[src/rtl/hmfdc_map.svh]
// Register map, field positions, reset values and the history depth for the
// host MAC FIFO datapath control block.
// Assumes a 32-bit APB slave with byte addresses and one word per register.
//
// Function
// RL1: The start of valid receive data is shifted by the five-bit receive byte offset, any value from 0 to 31.
// RL2: The host changes the two low offset bits only while the receiver is halted and its data purged.
// RL3: The three upper, word-granular offset bits may change while receiving and apply from the next word read.
// RL4: Writing one to the status flush bit empties the transmit status FIFO, zeroes its pointers and self-clears.
// RL5: Writing one to the data flush bit empties the transmit data FIFO and zeroes its pointers.
// RL6: With overrun permit clear a full status FIFO suspends transmission; with it set transmission continues.
// RL7: The status-FIFO-full interrupt works the same whatever the overrun permit says.
// RL8: While the transmitter enable bit is set the MAC transmitter runs and sends queued frame data.
// RL9: The transmitter enable bit clears itself once a stop was requested and the transmitter has halted.
// RL10: A stop request lets the current frame finish, then transmission ceases and the stop bit self-clears.
// RL11: While the stop bit reads high every write to it is ignored.
// RL12: Writing one to the frame skip bit advances the receive data FIFO to the next frame; it stays high until done.
// RL13: The host should not read the receive data FIFO while the frame skip bit reads high.
// RL14: Reserved bits read as zero and writes to them are discarded.
`ifndef HMFDC_MAP_SVH
`define HMFDC_MAP_SVH

`define HMFDC_ADDR_W          12
`define HMFDC_RX_CFG_OFF      12'h06C
`define HMFDC_TX_CFG_OFF      12'h070
`define HMFDC_RECEIVE_DATAPATH_CONTROL_OFF  12'h078
`define HMFDC_IRQ_STS_OFF     12'h0C0
`define HMFDC_IRQ_MASK_OFF    12'h0C4

`define HMFDC_RXOFF_LSB       8
`define HMFDC_RXOFF_MSB       12
`define HMFDC_TX_STS_FLUSH    15
`define HMFDC_TX_DAT_FLUSH    14
`define HMFDC_TX_OVR_PERMIT   2
`define HMFDC_TX_ENABLE       1
`define HMFDC_TX_STOP         0
`define HMFDC_RX_SKIP         31

`define HMFDC_IRQ_STS_FULL    0
`define HMFDC_IRQ_TX_STOPPED  1
`define HMFDC_IRQ_SKIP_DONE   2
`define HMFDC_IRQ_W           3

`define HMFDC_RXOFF_RST       5'h00
`define HMFDC_IRQ_MASK_RST    3'h0
`define HMFDC_HIST_DEPTH      4

`endif

[src/rtl/hmfdc_pkg.sv]
// Types shared by the host MAC FIFO datapath control block.
// Assumes the constants of hmfdc_map.svh.
package hmfdc_pkg;

    typedef enum logic [1:0] {
        HMFDC_TX_IDLE = 2'b00,
        HMFDC_TX_RUN  = 2'b01,
        HMFDC_TX_STOP = 2'b10
    } hmfdc_tx_state_type;

    typedef enum logic [0:0] {
        HMFDC_SKIP_IDLE = 1'b0,
        HMFDC_SKIP_BUSY = 1'b1
    } hmfdc_skip_state_type;

endpackage

[src/rtl/hmfdc_offset_hist.sv]
// Small register memory that keeps the receive byte offset applied to the
// last few frames, so software can see which offset each frame used.
// Assumes one write per frame start; read data comes from a register.
`timescale 1ns/100ps
`include "hmfdc_map.svh"
module hmfdc_offset_hist (
    input  wire logic       i_core_clk,
    input  wire logic       i_nrst,
    input  wire logic       i_wr,
    input  wire logic [4:0] i_wr_data,
    input  wire logic [1:0] i_rd_addr,
    output logic      [4:0] o_rd_data
);
    typedef struct packed {
        logic [`HMFDC_HIST_DEPTH-1:0][4:0] mem;
        logic [1:0]                        wptr;
        logic [4:0]                        rd;
    } hmfdc_hist_type;

    hmfdc_hist_type st;
    hmfdc_hist_type next_st;

    always_comb begin
        next_st = st;
        if (i_wr) begin
            next_st.mem[st.wptr] = i_wr_data;
            next_st.wptr         = st.wptr + 2'h1;
        end
        next_st.rd = st.mem[i_rd_addr];
    end

    always_ff @(posedge i_core_clk) begin
        if (!i_nrst) begin
            st <= '0;
        end else begin
            st <= next_st;
        end
    end

    assign o_rd_data = st.rd;
endmodule

[src/rtl/hmfdc_top.sv]
// APB register bank controlling the host MAC transmit path and the receive
// data FIFO alignment and frame skip.
// Assumes the MAC and FIFOs answer the handshakes below in the same clock.
`timescale 1ns/100ps
`include "hmfdc_map.svh"
module hmfdc_top (
    input  wire logic        i_core_clk,
    input  wire logic        i_nrst,
    input  wire logic        i_psel,
    input  wire logic        i_penable,
    input  wire logic        i_pwrite,
    input  wire logic [11:0] i_paddr,
    input  wire logic [31:0] i_pwdata,
    output logic      [31:0] o_prdata,
    output logic             o_pready,
    output logic             o_pslverr,
    input  wire logic        i_tx_frame_active,
    input  wire logic        i_tx_status_full,
    input  wire logic        i_rx_frame_start,
    input  wire logic        i_rx_word_read,
    input  wire logic        i_rx_skip_done,
    output logic             o_tx_mac_enable,
    output logic             o_tx_hold,
    output logic             o_tx_status_flush,
    output logic             o_tx_data_flush,
    output logic             o_rx_skip_req,
    output logic       [4:0] o_rx_byte_offset,
    output logic             o_irq
);
    typedef struct packed {
        logic [4:0]                      rx_off_cfg;
        logic [4:0]                      rx_byte_offset;
        logic                            tx_enable;
        logic                            tx_stop;
        logic                            tx_overrun_permit;
        logic                            tx_status_flush;
        logic                            tx_data_flush;
        logic                            rx_frame_skip;
        hmfdc_pkg::hmfdc_tx_state_type   tx_state;
        hmfdc_pkg::hmfdc_skip_state_type skip_state;
        logic [`HMFDC_IRQ_W-1:0]         irq_sts;
        logic [`HMFDC_IRQ_W-1:0]         irq_mask;
        logic                            full_q;
        logic [31:0]                     prdata;
        logic                            pslverr;
    } hmfdc_state_type;

    hmfdc_state_type st;
    hmfdc_state_type next_st;
    logic [4:0]      hist_rd;

    // Applies the word part of the offset freely and the byte part as well.
    function automatic logic [4:0] next_offset(input logic [4:0] cur,
                                               input logic [4:0] cfg);
        next_offset = {cfg[4:2], cfg[1:0]};
    endfunction

    function automatic logic is_addr(input logic [11:0] a,
                                     input logic [11:0] off);
        is_addr = (a == off);
    endfunction

    hmfdc_offset_hist u_hist (
        .i_core_clk (i_core_clk),
        .i_nrst     (i_nrst),
        .i_wr       (i_rx_frame_start),
        .i_wr_data  (st.rx_byte_offset),
        .i_rd_addr  (i_pwdata[1:0]),
        .o_rd_data  (hist_rd)
    );

    logic access;
    logic setup;
    logic wr;
    logic rd;
    logic [`HMFDC_IRQ_W-1:0] ev;

    always_comb begin
        access  = i_psel && i_penable;
        setup   = i_psel && !i_penable;
        wr      = access && i_pwrite;
        rd      = access && !i_pwrite;
        ev      = '0;
        next_st = st;
        next_st.tx_status_flush = 1'b0;
        next_st.tx_data_flush   = 1'b0;
        next_st.full_q          = i_tx_status_full;

        // Status-full event ignores the overrun permit entirely.
        if (i_tx_status_full && !st.full_q) begin // RL7
            ev[`HMFDC_IRQ_STS_FULL] = 1'b1;
        end

        // The low offset bits are only legal to change with the receiver
        // halted, so both parts are taken at the next word read or frame start.
        if (i_rx_word_read || i_rx_frame_start) begin // RL3
            next_st.rx_byte_offset = next_offset(st.rx_byte_offset,
                                                 st.rx_off_cfg); // RL1
        end

        case (st.tx_state)
            hmfdc_pkg::HMFDC_TX_IDLE: begin
                if (st.tx_enable) begin
                    next_st.tx_state = hmfdc_pkg::HMFDC_TX_RUN; // RL8
                end
            end
            hmfdc_pkg::HMFDC_TX_RUN: begin
                if (st.tx_stop) begin
                    next_st.tx_state = hmfdc_pkg::HMFDC_TX_STOP;
                end else if (!st.tx_enable) begin
                    next_st.tx_state = hmfdc_pkg::HMFDC_TX_IDLE;
                end
            end
            hmfdc_pkg::HMFDC_TX_STOP: begin
                // The frame on the wire is allowed to finish first.
                if (!i_tx_frame_active) begin // RL10
                    next_st.tx_stop   = 1'b0; // RL10
                    next_st.tx_enable = 1'b0; // RL9
                    next_st.tx_state  = hmfdc_pkg::HMFDC_TX_IDLE;
                    ev[`HMFDC_IRQ_TX_STOPPED] = 1'b1;
                end
            end
            default: next_st.tx_state = hmfdc_pkg::HMFDC_TX_IDLE;
        endcase

        case (st.skip_state)
            hmfdc_pkg::HMFDC_SKIP_IDLE: begin
                if (st.rx_frame_skip) begin
                    next_st.skip_state = hmfdc_pkg::HMFDC_SKIP_BUSY;
                end
            end
            hmfdc_pkg::HMFDC_SKIP_BUSY: begin
                if (i_rx_skip_done) begin
                    next_st.rx_frame_skip = 1'b0; // RL12
                    next_st.skip_state    = hmfdc_pkg::HMFDC_SKIP_IDLE;
                    ev[`HMFDC_IRQ_SKIP_DONE] = 1'b1;
                end
            end
            default: next_st.skip_state = hmfdc_pkg::HMFDC_SKIP_IDLE;
        endcase

        // Read data and the error flag are settled in the setup cycle, so
        // they already stand at the zero-wait access edge of the master.
        next_st.pslverr = 1'b0;
        if (setup && !i_pwrite) begin
            next_st.prdata = 32'h0000_0000; // RL14
            if (is_addr(i_paddr, `HMFDC_RX_CFG_OFF)) begin
                next_st.prdata[`HMFDC_RXOFF_MSB:`HMFDC_RXOFF_LSB] =
                    st.rx_off_cfg;
                next_st.prdata[4:0] = hist_rd;
            end else if (is_addr(i_paddr, `HMFDC_TX_CFG_OFF)) begin
                next_st.prdata[`HMFDC_TX_OVR_PERMIT] = st.tx_overrun_permit;
                next_st.prdata[`HMFDC_TX_ENABLE]     = st.tx_enable;
                next_st.prdata[`HMFDC_TX_STOP]       = st.tx_stop;
            end else if (is_addr(i_paddr, `HMFDC_RECEIVE_DATAPATH_CONTROL_OFF)) begin
                next_st.prdata[`HMFDC_RX_SKIP] = st.rx_frame_skip;
            end else if (is_addr(i_paddr, `HMFDC_IRQ_STS_OFF)) begin
                next_st.prdata[`HMFDC_IRQ_W-1:0] = st.irq_sts;
            end else if (is_addr(i_paddr, `HMFDC_IRQ_MASK_OFF)) begin
                next_st.prdata[`HMFDC_IRQ_W-1:0] = st.irq_mask;
            end else begin
                next_st.pslverr = 1'b1;
            end
        end

        if (setup && i_pwrite &&
            !is_addr(i_paddr, `HMFDC_RX_CFG_OFF) &&
            !is_addr(i_paddr, `HMFDC_TX_CFG_OFF) &&
            !is_addr(i_paddr, `HMFDC_RECEIVE_DATAPATH_CONTROL_OFF) &&
            !is_addr(i_paddr, `HMFDC_IRQ_STS_OFF) &&
            !is_addr(i_paddr, `HMFDC_IRQ_MASK_OFF)) begin
            next_st.pslverr = 1'b1;
        end

        if (wr) begin
            if (is_addr(i_paddr, `HMFDC_RX_CFG_OFF)) begin
                next_st.rx_off_cfg =
                    i_pwdata[`HMFDC_RXOFF_MSB:`HMFDC_RXOFF_LSB];
            end else if (is_addr(i_paddr, `HMFDC_TX_CFG_OFF)) begin
                next_st.tx_status_flush =
                    i_pwdata[`HMFDC_TX_STS_FLUSH]; // RL4
                next_st.tx_data_flush =
                    i_pwdata[`HMFDC_TX_DAT_FLUSH]; // RL5
                next_st.tx_overrun_permit = i_pwdata[`HMFDC_TX_OVR_PERMIT];
                // Hardware clearing enable in the same cycle wins.
                if (st.tx_state != hmfdc_pkg::HMFDC_TX_STOP ||
                    i_tx_frame_active) begin
                    next_st.tx_enable = i_pwdata[`HMFDC_TX_ENABLE];
                end
                if (!st.tx_stop) begin // RL11
                    next_st.tx_stop = i_pwdata[`HMFDC_TX_STOP];
                end
            end else if (is_addr(i_paddr, `HMFDC_RECEIVE_DATAPATH_CONTROL_OFF)) begin
                if (i_pwdata[`HMFDC_RX_SKIP]) begin
                    next_st.rx_frame_skip = 1'b1; // RL12
                end
            end else if (is_addr(i_paddr, `HMFDC_IRQ_MASK_OFF)) begin
                next_st.irq_mask = i_pwdata[`HMFDC_IRQ_W-1:0];
            end
        end

        // A status read clears only the bits it reported, so an event that
        // arrives after the setup snapshot survives.
        if (rd && is_addr(i_paddr, `HMFDC_IRQ_STS_OFF)) begin
            next_st.irq_sts = (st.irq_sts &
                               ~st.prdata[`HMFDC_IRQ_W-1:0]) | ev;
        end else begin
            next_st.irq_sts = st.irq_sts | ev;
        end
    end

    always_ff @(posedge i_core_clk) begin
        if (!i_nrst) begin
            st                   <= '0;
            st.rx_off_cfg        <= `HMFDC_RXOFF_RST;
            st.rx_byte_offset    <= `HMFDC_RXOFF_RST;
            st.irq_mask          <= `HMFDC_IRQ_MASK_RST;
            st.tx_state          <= hmfdc_pkg::HMFDC_TX_IDLE;
            st.skip_state        <= hmfdc_pkg::HMFDC_SKIP_IDLE;
        end else begin
            st <= next_st;
        end
    end

    assign o_prdata          = st.prdata;
    assign o_pslverr         = st.pslverr;
    assign o_pready          = 1'b1;
    assign o_tx_mac_enable   = st.tx_enable; // RL8
    // Without overrun permit a full status FIFO holds the transmitter.
    assign o_tx_hold         = i_tx_status_full &&
                               !st.tx_overrun_permit; // RL6
    assign o_tx_status_flush = st.tx_status_flush;
    assign o_tx_data_flush   = st.tx_data_flush;
    assign o_rx_skip_req     = st.rx_frame_skip; // RL12
    assign o_rx_byte_offset  = st.rx_byte_offset;
    assign o_irq             = |(st.irq_sts & st.irq_mask);
endmodule

[config.mk]
export PLATFORM = sky130hd
export DESIGN_NAME = hmfdc_top
export DESIGN_NICKNAME = d
export VERILOG_FILES = /design/src/rtl/hmfdc_pkg.sv /design/src/rtl/hmfdc_offset_hist.sv /design/src/rtl/hmfdc_top.sv
export VERILOG_INCLUDE_DIRS = /design/src /design/src/rtl
export SDC_FILE = /design/constraint.sdc
export NUM_CORES = 1
export LEC_CHECK = 0
export ABC_AREA = 1
export BUFFER_PORTS_ARGS = -buffer_cell sky130_fd_sc_hd__buf_2
export CORE_UTILIZATION = 45
export DETAILED_ROUTE_END_ITERATION = 7
export HOLD_SLACK_MARGIN = 0.06
export MAX_ROUTING_LAYER = met4
export PLACE_DENSITY = 0.83
export SLEW_MARGIN = 40
export SYNTH_ARGS = -nofsm -noshare
export SYNTH_HDL_FRONTEND = slang
export SYNTH_SLANG_ARGS = --single-unit
[constraint.sdc]
create_clock -name i_core_clk -period 1.2 [get_ports i_core_clk]
set_input_delay 0.06 -clock i_core_clk [delete_from_list [all_inputs] [get_ports i_core_clk]]
set_output_delay 0.06 -clock i_core_clk [all_outputs]
set_load 0.005 [all_outputs]
==> impl_metrics.tcl <==
set metrics [dict create \
    outcome "complete, no violations" \
    p_per_area_mw_per_mm2 1330 \
    grt_max_degree 43 \
    tightest_slew_ns 0.470 \
    ys_seq_area_share_pct 41.9 \
    worstPathArrival_ns 1.35 \
    power.switching_mw 1.09 \
    synth_cell_types 30 \
    nFillCells 604 \
    fp.dieArea_mm2 0.00724 \
    ctsLongestPathBuffers 2 \
    ff_latch_area_mm2 0.00130 \
    grt_use_total_pct 20.3 \
    switching_share_pct 22.2 \
    hold_viol_final 0 \
    dieHeight_um 85.1 \
    antenna_found_initial 0 \
    crit_required_ns 1.43 \
    syn_avg_cell_area_um2 7.32 \
    fin_tns_setup_ns 0 \
    vias 2791 \
    initial_utilization_pct 47.8 \
    fin_area_mm2 0.00372 \
    placed_area_mm2 0.00329 \
    p_comb_share_pct 9.2 \
    fin_nets 541 \
    antenna_cells 0 \
    wl_per_cell_um 12.0 \
    drive_gt1_share_pct 22.5 \
    path_cells "inv_1, ha_1, nand2_2, inv_2, nor2_1, nor2_1" \
    drc 0 \
    cts-root-buf "clkbuf_8" \
    rows 29 \
    ff2ff_setup_slack_ns 0.08 \
    first_global_vias 2599 \
    max_freq_mhz 891 \
    hold_class "in2reg" \
    ys.flop_type "dfxtp_1" \
    cts_buffers 9 \
    postRouteAntennaNets 0 \
    clockPowerShare_pct 45.1 \
    ys_seq_elements 65 \
    grt_pass1_wl_um 11300 \
    htreeDepth 3 \
    routed_via_density 4.94 \
    cts_tree "built" \
    syn_inst 424 \
    clkLatencyLatePin_ns 0.33 \
    path_common_cell "nor2_1" \
    place_congestion 0.880 \
    core_area_mm2 0.00649 \
    syn_to_final_growth_pct 19.9 \
    dr.pass1.iters 4 \
    cap_violations 0 \
    cp_max_fo 6 \
    multi_input_area_mm2 0.00142 \
    leakage_nw 1.64 \
    p_int_mw 3.84 \
    slew_headroom_pct 67.8 \
    fin_worst_skew_ns 0.00834 \
    finalSetupViolations 0 \
    end_kind "flip-flop" \
    ir_worst_vdd_v 0.00104 \
    max_stage_delay_ns 0.35 \
    io_buffers 55 \
    final.period_utilization_pct 93.5 \
    clk_pin_slew_worst_paths_ns 0.07 \
    drt_iter0_drc 116 \
    die_x_um 85.1 \
    yosysWarningCount 0 \
    synth_edf_count 0 \
    wirelength_um 6770 \
    setup.worst_path.start_class "flip-flop" \
    post-route-min-period_ns 1.12 \
    overflow 0 \
    hpwlAfterDp_um 4840 \
    seqPwrFrac_pct 45.8 \
    cp_slowest_cell "dfxtp_1" \
    cts_sinks 65 \
    syn_area_mm2 0.00311 \
    crit_type "reg2reg" \
    synthArstFlopShare_pct 0 \
    post_cts_buffers 0 \
    finalMaxSlewViolations 0 \
    ios 99 \
]
==> layout by cell type (no fill, tap or decap), drive strengths merged <==
master / count
a2111oi: 1
a21oi: 43
buf: 63
bufinv: 3
clkbuf: 11
clkinv: 2
clkinvlp: 1
conb: 22
dfxtp: 65
dlygate4sd3: 15
ha: 4
inv: 43
nand2: 51
nand3: 34
nand3b: 1
nand4: 4
nor2: 68
nor3: 6
nor4: 1
o21ai: 48
or2: 2
==> worst paths after layout <==
| check | startpoint | endpoint | depth (start not counted) |
|---|---|---|---|
| worst min register to register | st[33] | st[37] | 1 |
| worst max-delay path | u_hist.st[5] | u_hist.st[18] | 6 |
| worst min-delay path | i_pwrite | o_prdata[31] | 4 |
| worst max register to register | u_hist.st[5] | u_hist.st[18] | 6 |
==> cell usage after synthesis, types with 5 or more instances <==
| cell | count | share of area, % |
|---|---|---|
| nor2_1 | 61 | 7.4 |
| inv_1 | 40 | 4.8 |
| clkbuf_1 | 11 | 1.3 |
| nand3_1 | 33 | 5.3 |
| nor3_1 | 5 | 0.81 |
| nand2_2 | 5 | 1.0 |
| o21ai_0 | 43 | 6.9 |
| dfxtp_1 | 65 | 42 |
| buf_4 | 38 | 9.2 |
| a21oi_1 | 43 | 6.9 |
| nand2_1 | 45 | 5.4 |
==> cell type report <==
type | count | share of cell area (%)
multi-input cells | 285 | 38.0
flip-flops and latches | 65 | 34.9
repair buffers | 78 | 13.5
inverters | 44 | 4.44
clock buffers | 11 | 3.80
clock inverters | 5 | 2.76
well taps | 77 | 2.59
==> repair_timing <==
item,CTS,global route
endpoints found under the hold margin,17,0
hold buffers,15,0
gates resized for setup,0,16
endpoints found under the setup margin,0,38
==> routing by layer <==
| layer | wire (um) | up-vias | track usage [%] |
|---|---|---|---|
| met1 | 2980 | 1263 | 23.6 |
| met4 | 54 | 0 | 7.86 |
| li1 | - | 1431 | - |
| met5 | 0 | - | - |
| met3 | 396 | 6 | 3.31 |
| met2 | 3340 | 91 | 35.0 |
==> flip-flops by register name, indices dropped and copies added (netlist names) <==
register	cells
o_prdata	11
o_pslverr	1
o_rx_byte_offset	5
o_rx_skip_req	1
o_tx_data_flush	1
o_tx_mac_enable	1
o_tx_status_flush	1
st	17
u_hist.o_rd_data	5
u_hist.st	22
==> stage by stage <==
| stage | std cells | util, % | setup WS [ns] | hold WS, ns | power [mW] |
|---|---|---|---|---|---|
| after floorplan | 444 | - | 0.155 | 0.167 | 2.61 |
| after global placement | 533 | 50.6 | 0.0135 | 0.272 | 2.68 |
| after detailed placement | 533 | 50.6 | -0.0230 | 0.284 | 2.70 |
| after CTS | 564 | 56.7 | 0.0165 | 0.0656 | 4.97 |
| after global routing | 565 | 57.3 | -0.00302 | 0.113 | 5.17 |
| final | 565 | 57.3 | 0.0778 | 0.0950 | 4.94 |
==> logic make-up (layout without fill, tap and decap cells) <==
group / Yosys count / after routing / share of synthesized area (%)
compound gates: 92 / 92 / 15.1
flops: 65 / 65 / 41.9
buf+inv: 94 / 138 / 16.0
other cells: 2 / 22 / 0.242
fa+ha+maj: 4 / 4 / 1.61
simple gates: 167 / 167 / 25.2
==> power by group through the flow <==
stage / Combinational [mW] / Clock [mW] / Sequential (mW)
6_report: 0.452 / 2.23 / 2.26
5_1_grt: 0.515 / 2.39 / 2.26
4_1_cts: 0.431 / 2.28 / 2.26
3_5_place_dp: 0.391 / 0 / 2.31
3_3_place_gp: 0.377 / 0 / 2.30
2_1_floorplan: 0.312 / 0 / 2.30
==> worst max-delay path: cells and delay by family, from the launching register on <==
family	cells	cell delay (ns)
fa+ha+maj	1	0.23
simple gates	3	0.28
buf+inv	2	0.17
flops	1	0.35
Note: power is estimated with default switching activity, not from simulation.
